## config.mk

```make
export PLATFORM = sky130hd
export DESIGN_NAME = pin_function_select_bank
export DESIGN_NICKNAME = d
export VERILOG_FILES = /design/src/hw/pin_select_pkg.sv /design/src/hw/sel_store_if.sv /design/src/hw/select_store.sv /design/src/hw/route_check.sv /design/src/hw/pin_function_select_bank.sv
export SDC_FILE = /design/constraint.sdc
export NUM_CORES = 1
export LEC_CHECK = 0
export BUFFER_PORTS_ARGS = -buffer_cell sky130_fd_sc_hd__buf_4
export CORE_ASPECT_RATIO = 1.25
export CORE_MARGIN = 4
export CORE_UTILIZATION = 55
export DETAILED_ROUTE_END_ITERATION = 12
export PLACE_DENSITY = 0.77
export SYNTH_ARGS = -nofsm -noshare
export SYNTH_HDL_FRONTEND = slang
export SYNTH_SLANG_ARGS = --single-unit
```

## constraint.sdc

```tcl
create_clock -name clk -period 2.39 [get_ports clk]
set_input_delay 0.3585 -clock clk [delete_from_list [all_inputs] [get_ports clk]]
set_output_delay 0.3585 -clock clk [all_outputs]
set_load 0.1 [all_outputs]
```

## src/hw/pin_select_pkg.sv

```systemverilog
package pin_select_pkg;

  // ****************************************************************
  // Bus and register geometry
  // ****************************************************************
  localparam int ADDR_W = 8;
  localparam int DATA_W = 32;
  localparam int SEL_W = 16;
  localparam int NUM_REGS = 8;
  localparam int IDX_W = 3;
  localparam int FIELD_W = 4;
  localparam int FIELDS_PER_REG = 4;
  localparam int NUM_PADS = NUM_REGS * FIELDS_PER_REG;

  // Write-enable half of every written word
  localparam int MASK_LSB = 16;
  localparam logic [SEL_W-1:0] MASK_RESET = 16'h0000;
  localparam logic [SEL_W-1:0] SEL_RESET = 16'h0000;

  // Function code zero routes a pad to general-purpose I/O
  localparam logic [FIELD_W-1:0] CODE_GPIO = 4'h0;

  // ****************************************************************
  // Register offsets (byte addresses)
  // ****************************************************************
  localparam logic [ADDR_W-1:0] BANK2_GROUPC_UPPER_OFS = 8'h34;
  localparam logic [ADDR_W-1:0] BANK3_GROUPA_LOWER_OFS = 8'h40;
  localparam logic [ADDR_W-1:0] BANK3_GROUPA_UPPER_OFS = 8'h44;
  localparam logic [ADDR_W-1:0] BANK3_GROUPB_LOWER_OFS = 8'h48;
  localparam logic [ADDR_W-1:0] BANK3_GROUPB_UPPER_OFS = 8'h4c;
  localparam logic [ADDR_W-1:0] BANK3_GROUPC_LOWER_OFS = 8'h50;
  localparam logic [ADDR_W-1:0] BANK3_GROUPC_UPPER_OFS = 8'h54;
  localparam logic [ADDR_W-1:0] BANK3_GROUPD_LOWER_OFS = 8'h58;
  localparam logic [ADDR_W-1:0] UNROUTED_STATUS_OFS = 8'h80;

  localparam logic [ADDR_W-1:0] SEL_OFS [NUM_REGS] = '{
    BANK2_GROUPC_UPPER_OFS, BANK3_GROUPA_LOWER_OFS,
    BANK3_GROUPA_UPPER_OFS, BANK3_GROUPB_LOWER_OFS,
    BANK3_GROUPB_UPPER_OFS, BANK3_GROUPC_LOWER_OFS,
    BANK3_GROUPC_UPPER_OFS, BANK3_GROUPD_LOWER_OFS};

  // ****************************************************************
  // Listed codes per field: bit n set means code n is routed.
  // Index is register * 4 + field, field 0 at bits 3:0.
  // ****************************************************************
  localparam logic [15:0] LISTED_CODES [NUM_PADS] = '{
    // Bank 2 group C upper: c4, c5, c6, c7
    16'h0003, 16'h0007, 16'h0003, 16'h0001,
    // Bank 3 group A lower: a0, a1, a2, a3
    16'h0003, 16'h001f, 16'h001f, 16'h001f,
    // Bank 3 group A upper: a4, a5, a6, a7
    16'h0003, 16'h001f, 16'h0003, 16'h000f,
    // Bank 3 group B lower: b0, b1, b2, b3
    16'h000f, 16'h001f, 16'h0007, 16'h0007,
    // Bank 3 group B upper: b4, b5, b6, b7
    16'h001f, 16'h0007, 16'h001f, 16'h001f,
    // Bank 3 group C lower: c0, c1, c2, c3
    16'h0007, 16'h0007, 16'h000f, 16'h000f,
    // Bank 3 group C upper: c4, c5, c6, c7
    16'h000f, 16'h000f, 16'h000f, 16'h000f,
    // Bank 3 group D lower: d0, d1 are not decoded here
    16'hffff, 16'hffff, 16'h001f, 16'h001f};

  // ****************************************************************
  // Shared arithmetic
  // ****************************************************************
  function automatic logic [SEL_W-1:0] masked_update(
    input logic [SEL_W-1:0] old_val,
    input logic [DATA_W-1:0] word
  );
    logic [SEL_W-1:0] en;
    en = word[DATA_W-1:MASK_LSB];
    masked_update = (old_val & ~en) | (word[SEL_W-1:0] & en);
  endfunction

  function automatic logic [FIELD_W-1:0] field_of(
    input logic [SEL_W-1:0] val,
    input int unsigned n
  );
    field_of = val[n*FIELD_W +: FIELD_W];
  endfunction

endpackage

```

## src/hw/sel_store_if.sv

```systemverilog
`timescale 1ns/1ps
`default_nettype none

interface sel_store_if;
  import pin_select_pkg::*;

  logic wr_en;
  logic [IDX_W-1:0] wr_idx;
  logic [DATA_W-1:0] wr_word;
  logic rd_en;
  logic [IDX_W-1:0] rd_idx;
  logic [SEL_W-1:0] rd_word;
  logic [SEL_W-1:0] sel_codes [NUM_REGS];

  modport ctrl (
    output wr_en,
    output wr_idx,
    output wr_word,
    output rd_en,
    output rd_idx,
    input rd_word,
    input sel_codes
  );

  modport store (
    input wr_en,
    input wr_idx,
    input wr_word,
    input rd_en,
    input rd_idx,
    output rd_word,
    output sel_codes
  );
endinterface

`default_nettype wire

```

## src/hw/select_store.sv

```systemverilog
`timescale 1ns/1ps
`default_nettype none

module select_store
  import pin_select_pkg::*;
(
  // Clock and reset
  input wire logic clk,
  input wire logic rstn,
  // Access from the bus side
  sel_store_if.store port
);

  logic [SEL_W-1:0] sel_r [NUM_REGS];
  logic [SEL_W-1:0] rd_word_r;

  // ****************************************************************
  // Select words with bitwise write enable
  // ****************************************************************
  always_ff @(posedge clk or negedge rstn)
  begin
    if (!rstn)
    begin
      for (int i = 0; i < NUM_REGS; i++)
        sel_r[i] <= SEL_RESET;
    end
    else if (port.wr_en)
    begin
      // The upper half only steers this update and is never kept
      sel_r[port.wr_idx] <= masked_update(sel_r[port.wr_idx],
        port.wr_word);
    end
  end

  // Read data stand for one cycle only, zero otherwise
  always_ff @(posedge clk or negedge rstn)
  begin
    if (!rstn)
      rd_word_r <= SEL_RESET;
    else if (port.rd_en)
      rd_word_r <= sel_r[port.rd_idx];
    else
      rd_word_r <= SEL_RESET;
  end

  assign port.rd_word = rd_word_r;

  always_comb
  begin
    for (int i = 0; i < NUM_REGS; i++)
      port.sel_codes[i] = sel_r[i];
  end

endmodule

`default_nettype wire

```

## src/hw/route_check.sv

```systemverilog
`timescale 1ns/1ps
`default_nettype none

module route_check
  import pin_select_pkg::*;
#(
  parameter int unsigned REG_INDEX = 0
)
(
  // Clock and reset
  input wire logic clk,
  input wire logic rstn,
  // Stored select word
  input wire logic [SEL_W-1:0] sel_word,
  // Per-field pad state
  output logic [FIELDS_PER_REG-1:0] gpio_mode_r,
  output logic [FIELDS_PER_REG-1:0] unrouted_r
);

  logic [FIELDS_PER_REG-1:0] gpio_mode_nxt;
  logic [FIELDS_PER_REG-1:0] unrouted_nxt;

  always_comb
  begin
    for (int f = 0; f < FIELDS_PER_REG; f++)
    begin
      gpio_mode_nxt[f] = field_of(sel_word, f) == CODE_GPIO;
      // An unlisted code is kept but reaches no peripheral
      unrouted_nxt[f] = !LISTED_CODES[REG_INDEX * FIELDS_PER_REG + f]
        [field_of(sel_word, f)];
    end
  end

  always_ff @(posedge clk or negedge rstn)
  begin
    if (!rstn)
    begin
      gpio_mode_r <= '1;
      unrouted_r <= '0;
    end
    else
    begin
      gpio_mode_r <= gpio_mode_nxt;
      unrouted_r <= unrouted_nxt;
    end
  end

endmodule

`default_nettype wire

```

## src/hw/pin_function_select_bank.sv

```systemverilog
// Notes on behaviour
// - A written lower bit 0 changes only if bit 16 of the same word is one.
// - A lower bit whose mask bit is zero keeps its old value.
// - Every bit n of 15..0 is gated by written bit n+16, up to 31 for 15.
// - Bits 31:16 are a write-only enable, reset zero, never stored.
// - Four read-write 4-bit selects per word, reset zero, zero is GPIO.
// - Bank 2 group C upper: c7 GPIO only, c6/c5/c4 as listed.
// - Bank 3 group A lower: a3..a1 take codes 1..4, a0 code 1.
// - Bank 3 group A upper: a7/a5 codes 1..3, a5 code 4, a6/a4 code 1.
// - Bank 3 group B lower codes as listed per pin.
// - Bank 3 group B upper codes as listed per pin.
// - Bank 3 group C lower codes as listed per pin.
// - Bank 3 group C upper codes 1..3 on every pin.
// - Bank 3 group D lower: d3 and d2 take codes 1..4.
`timescale 1ns/1ps
`default_nettype none

module pin_function_select_bank
  import pin_select_pkg::*;
(
  // Clock and reset
  input wire logic clk,
  input wire logic rstn,
  // Register port
  input wire logic [pin_select_pkg::ADDR_W-1:0] addr,
  input wire logic [pin_select_pkg::DATA_W-1:0] wdata,
  input wire logic wr_stb,
  input wire logic rd_stb,
  output logic [pin_select_pkg::DATA_W-1:0] rdata,
  // Bank 2 group C upper functions
  output logic [pin_select_pkg::FIELD_W-1:0] bank2_c7_function,
  output logic [pin_select_pkg::FIELD_W-1:0] bank2_c6_function,
  output logic [pin_select_pkg::FIELD_W-1:0] bank2_c5_function,
  output logic [pin_select_pkg::FIELD_W-1:0] bank2_c4_function,
  // Bank 3 group A functions
  output logic [pin_select_pkg::FIELD_W-1:0] bank3_a7_function,
  output logic [pin_select_pkg::FIELD_W-1:0] bank3_a6_function,
  output logic [pin_select_pkg::FIELD_W-1:0] bank3_a5_function,
  output logic [pin_select_pkg::FIELD_W-1:0] bank3_a4_function,
  output logic [pin_select_pkg::FIELD_W-1:0] bank3_a3_function,
  output logic [pin_select_pkg::FIELD_W-1:0] bank3_a2_function,
  output logic [pin_select_pkg::FIELD_W-1:0] bank3_a1_function,
  output logic [pin_select_pkg::FIELD_W-1:0] bank3_a0_function,
  // Bank 3 group B functions
  output logic [pin_select_pkg::FIELD_W-1:0] bank3_b7_function,
  output logic [pin_select_pkg::FIELD_W-1:0] bank3_b6_function,
  output logic [pin_select_pkg::FIELD_W-1:0] bank3_b5_function,
  output logic [pin_select_pkg::FIELD_W-1:0] bank3_b4_function,
  output logic [pin_select_pkg::FIELD_W-1:0] bank3_b3_function,
  output logic [pin_select_pkg::FIELD_W-1:0] bank3_b2_function,
  output logic [pin_select_pkg::FIELD_W-1:0] bank3_b1_function,
  output logic [pin_select_pkg::FIELD_W-1:0] bank3_b0_function,
  // Bank 3 group C functions
  output logic [pin_select_pkg::FIELD_W-1:0] bank3_c7_function,
  output logic [pin_select_pkg::FIELD_W-1:0] bank3_c6_function,
  output logic [pin_select_pkg::FIELD_W-1:0] bank3_c5_function,
  output logic [pin_select_pkg::FIELD_W-1:0] bank3_c4_function,
  output logic [pin_select_pkg::FIELD_W-1:0] bank3_c3_function,
  output logic [pin_select_pkg::FIELD_W-1:0] bank3_c2_function,
  output logic [pin_select_pkg::FIELD_W-1:0] bank3_c1_function,
  output logic [pin_select_pkg::FIELD_W-1:0] bank3_c0_function,
  // Bank 3 group D functions
  output logic [pin_select_pkg::FIELD_W-1:0] bank3_d3_function,
  output logic [pin_select_pkg::FIELD_W-1:0] bank3_d2_function,
  // Pad state, bit register*4+field
  output logic [pin_select_pkg::NUM_PADS-1:0] pad_gpio_mode,
  output logic [pin_select_pkg::NUM_PADS-1:0] pad_unrouted
);

  import pin_select_pkg::*;

  // ****************************************************************
  // Address decode
  // ****************************************************************
  function automatic logic [IDX_W:0] decode_sel(
    input logic [ADDR_W-1:0] a
  );
    decode_sel = '0;
    for (int i = 0; i < NUM_REGS; i++)
    begin
      if (a == SEL_OFS[i])
        decode_sel = {1'b1, IDX_W'(i)};
    end
  endfunction

  sel_store_if store_bus ();

  logic [IDX_W:0] hit;
  logic status_rd_nxt;
  logic [DATA_W-1:0] status_rd_r;
  logic [SEL_W-1:0] codes [NUM_REGS];

  assign hit = decode_sel(addr);
  assign status_rd_nxt = rd_stb && (addr == UNROUTED_STATUS_OFS);

  // Unmapped writes are dropped, unmapped reads return zero
  assign store_bus.wr_en = wr_stb && hit[IDX_W];
  assign store_bus.wr_idx = hit[IDX_W-1:0];
  assign store_bus.wr_word = wdata;
  assign store_bus.rd_en = rd_stb && hit[IDX_W];
  assign store_bus.rd_idx = hit[IDX_W-1:0];

  select_store u_store (
    .clk(clk),
    .rstn(rstn),
    .port(store_bus.store)
  );

  // ****************************************************************
  // Read data
  // ****************************************************************
  always_ff @(posedge clk or negedge rstn)
  begin
    if (!rstn)
      status_rd_r <= '0;
    else if (status_rd_nxt)
      status_rd_r <= pad_unrouted;
    else
      status_rd_r <= '0;
  end

  // Both sources are zero outside their read cycle, so OR merges them
  assign rdata = {16'h0000, store_bus.rd_word} | status_rd_r;

  // ****************************************************************
  // Pad routing
  // ****************************************************************
  always_comb
  begin
    for (int i = 0; i < NUM_REGS; i++)
      codes[i] = store_bus.sel_codes[i];
  end

  for (genvar g = 0; g < NUM_REGS; g++)
  begin : g_check
    route_check #(
      .REG_INDEX(g)
    ) u_check (
      .clk(clk),
      .rstn(rstn),
      .sel_word(codes[g]),
      .gpio_mode_r(pad_gpio_mode[g*FIELDS_PER_REG +: FIELDS_PER_REG]),
      .unrouted_r(pad_unrouted[g*FIELDS_PER_REG +: FIELDS_PER_REG])
    );
  end

  // Function codes come straight from the stored selects
  assign bank2_c7_function = field_of(codes[0], 3);
  assign bank2_c6_function = field_of(codes[0], 2);
  assign bank2_c5_function = field_of(codes[0], 1);
  assign bank2_c4_function = field_of(codes[0], 0);
  assign bank3_a3_function = field_of(codes[1], 3);
  assign bank3_a2_function = field_of(codes[1], 2);
  assign bank3_a1_function = field_of(codes[1], 1);
  assign bank3_a0_function = field_of(codes[1], 0);
  assign bank3_a7_function = field_of(codes[2], 3);
  assign bank3_a6_function = field_of(codes[2], 2);
  assign bank3_a5_function = field_of(codes[2], 1);
  assign bank3_a4_function = field_of(codes[2], 0);
  assign bank3_b3_function = field_of(codes[3], 3);
  assign bank3_b2_function = field_of(codes[3], 2);
  assign bank3_b1_function = field_of(codes[3], 1);
  assign bank3_b0_function = field_of(codes[3], 0);
  assign bank3_b7_function = field_of(codes[4], 3);
  assign bank3_b6_function = field_of(codes[4], 2);
  assign bank3_b5_function = field_of(codes[4], 1);
  assign bank3_b4_function = field_of(codes[4], 0);
  assign bank3_c3_function = field_of(codes[5], 3);
  assign bank3_c2_function = field_of(codes[5], 2);
  assign bank3_c1_function = field_of(codes[5], 1);
  assign bank3_c0_function = field_of(codes[5], 0);
  assign bank3_c7_function = field_of(codes[6], 3);
  assign bank3_c6_function = field_of(codes[6], 2);
  assign bank3_c5_function = field_of(codes[6], 1);
  assign bank3_c4_function = field_of(codes[6], 0);
  // Fields for d1 and d0 are stored and read back but drive no function output, only their pad flags
  assign bank3_d3_function = field_of(codes[7], 3);
  assign bank3_d2_function = field_of(codes[7], 2);

endmodule

`default_nettype wire

```

==> summary.txt <==
# rows -> 58
Worst reg-to-reg setup slack -> 0.42 ns
Seq/Total Area, Yosys -> 52.1%
Largest net degree at the start of global routing -> 80
Startpoint types -> register
EDFF count, synth -> 0
Ys async rst share -> 100%
Fin. Hold Viols -> 0
Layout cells sized above 1 -> 39.8%
Layout Nets -> 1227
Max H-tree Level -> 1
Minimum clock period -> 1.97 ns
Grt met1 use -> 39.0%
CTS tree -> done
Most frequent cells in the layout -> buf_4, dfrtp_1, nand2_1, o31ai_1, nor2_1
Dpl ws -> 0.0458 ns
Critical Path Start -> u_store.port.sel_codes[93]$_DFFE_PN0P_
Core area -> 20200 um^2
WP data arrival -> 2.34 ns
Clock Sinks -> 236
Layout Skew -> 0.0134 ns
Initial antenna violation count -> 2
DR DRC count -> 0
Reg2reg end -> u_store.port.sel_codes[109]$_DFFE_PN0P_
First-pass GRT wire length -> 51.3 mm
DRT Pass-1 Iters -> 8
Number of global-route vias before repair -> 8692
Via Count -> 8817
Slew HR -> 50.6%
Final Max Tran Viols -> 0
Die Footprint -> 23100 um^2
RSZ-0062 raised after global routing -> false
Yosys reg bits -> 236
Peak VDD IR -> 0.549 mV
Root buffer cell -> clkbuf_16
Max FO, Critical Path -> 7
Final core occ -> 67.8%
Reg-to-Reg Start -> u_store.port.sel_codes[93]$_DFFE_PN0P_
Worst-path clk slew -> 0.07 ns
Cell variety after synth -> 63
Post-Synthesis Cell Area -> 11400 um^2
Commonest non-fill, non-tap cell in the layout -> buf_4
Pwr dens -> 885 nW/um^2
CP endpoint kind -> register
Number of port buffers -> 255
Fillers -> 1502
Die width -> 137 um
Reg2Reg Depth -> 5
Tightest Pin Transition -> 0.741 ns
Pleak -> 6.77 nW
Total GRT Usage -> 28.9%
Setup TNS -> 0 ns
Post-DP HPWL -> 24.9 mm
Max-capacitance violation count -> 0
Final setup margin -> 0.420 ns
Grt total ovfl -> 0
Area after DPL -> 12900 um^2
Design Area, Final -> 13700 um^2
Chip Height -> 169 um
Final Wtd Congestion -> 0.947
Ys flop type -> dfrtp_1
Status -> completed
Period Utilization, post-route -> 82.4%
I/O pins -> 260
Non-filler cells, final -> 1472
CTS Buffer Depth -> 3
Detail Route Antenna Nets -> 0
Min-Delay Path Class -> in -> reg
Synth warn -> 0
Gr busiest metal -> met2
Worst-skew pair later-pin latency -> 0.52 ns
Setup violators final -> 0
Area delta synth->final -> 20.3%
Post-Place Cells -> 1427
Required time worst endpoint -> 2.76 ns
Setup crit end -> u_store.port.sel_codes[109]$_DFFE_PN0P_
Initial Util -> 56.4%
CP Class -> reg -> reg
GR Layer Usage met3 -> 4.40%
Total Power -> 12.2 mW
Hold WS -> 0.0964 ns
Wire length per cell -> 23.1 um
Post-Syn Instances -> 1031
Hold Path Depth -> 2
CTS Buf Count -> 23
Mean area per synthesized cell -> 11.1 um^2
Met2 Track Usage GR -> 46.8%
Initial drt markers -> 836
Via density -> 5.99
Fmax -> 508 MHz
WL final -> 34.0 mm
-- area by class of cell --
class / instances / area, um^2 / share of cell area [%]
Sequential cell: 236 / 5950 / 43.3
Multi-Input combinational cell: 588 / 4070 / 29.7
Timing Repair Buffer: 318 / 2460 / 17.9
Clock buffer: 27 / 611 / 4.45
Tap cell: 270 / 338 / 2.46
Clock inverter: 15 / 241 / 1.76
Inverter: 16 / 60.1 / 0.437
Antenna cell: 2 / 5.00 / 0.0364
-- cells in the mapped netlist (10+ instances only) --
master,n,area share [%]
dfrtp_1,204,45
buf_4,143,9.4
nand2_1,92,3.0
o31ai_1,62,4.1
nor2_1,59,1.9
mux2_2,39,3.8
dfstp_2,32,7.4
and2_1,31,1.7
a31oi_1,25,1.4
or2_2,24,1.3
buf_2,22,0.96
a221oi_1,20,1.5
nor4_1,19,1.0
clkbuf_1,18,0.59
nand2b_1,16,0.88
o21ai_0,16,0.70
inv_1,15,0.49
a21oi_1,12,0.53
nor3_1,12,0.53
mux2i_1,11,0.96
a211oi_1,10,0.66
a22oi_1,10,0.66
nor2b_1,10,0.55
or3_1,10,0.55
-- critical path, stage by stage (launching register included) --
cell and delay (ns):
dfrtp_1 0.47, mux2_4 0.30, a221oi_1 0.24, o22ai_1 0.21, a221oi_4 0.44, o31ai_1 0.17
-- what timing repair did --
item / CTS / global route
resized for setup: 0 / 0
hold buffers: 1 / 0
buffers inserted: 0 / 0
endpoints found under the hold margin: 206 / 0
-- worst min path at each step --
stage,start,endpoint,slack [ns]
after floorplan,rstn,g_check[0].u_check.unrouted_r[0]$_DFF_PN0_,0.06
after global placement,rstn,status_rd_r[16]$_DFF_PN0_,0.17
after detailed placement,rstn,g_check[6].u_check.unrouted_r[0]$_DFF_PN0_,0.17
after CTS,wdata[1],u_store.port.sel_codes[113]$_DFFE_PN0P_,0.08
after global routing,wdata[1],u_store.port.sel_codes[113]$_DFFE_PN0P_,0.09
final,wdata[1],u_store.port.sel_codes[113]$_DFFE_PN0P_,0.1
-- report_power, final --
part,internal [mW],switching [mW]
clock,2.49,1.59
combinational,0.714,2.74
sequential,4.35,0.279
-- registers in the layout, indices dropped and copies added (netlist names) --
signal / cells
u_store.port.rd_word: 16
g_check.u_check.unrouted_r: 30
g_check.u_check.gpio_mode_r: 32
status_rd_r: 30
u_store.port.sel_codes: 128
-- cell families after synthesis --
| family | Yosys count | synth area share [%] |
|---|---|---|
| and+or+nand+nor | 313 | 14.4 |
| buffers and inverters | 210 | 12.4 |
| other | 1 | 0.0328 |
| DFF | 236 | 52.1 |
| AOI/OAI and AO/OA | 217 | 15.7 |
| muxes | 54 | 5.40 |
-- routing by layer --
layer  routed length [um]  vias to the layer above
met5                    0                        -
met4                 1530                        0
met3                 2750                       99
met2                16200                      503
met1                13500                     4340
li1                     -                     3875
Note: power is estimated with default switching activity, not from simulation.
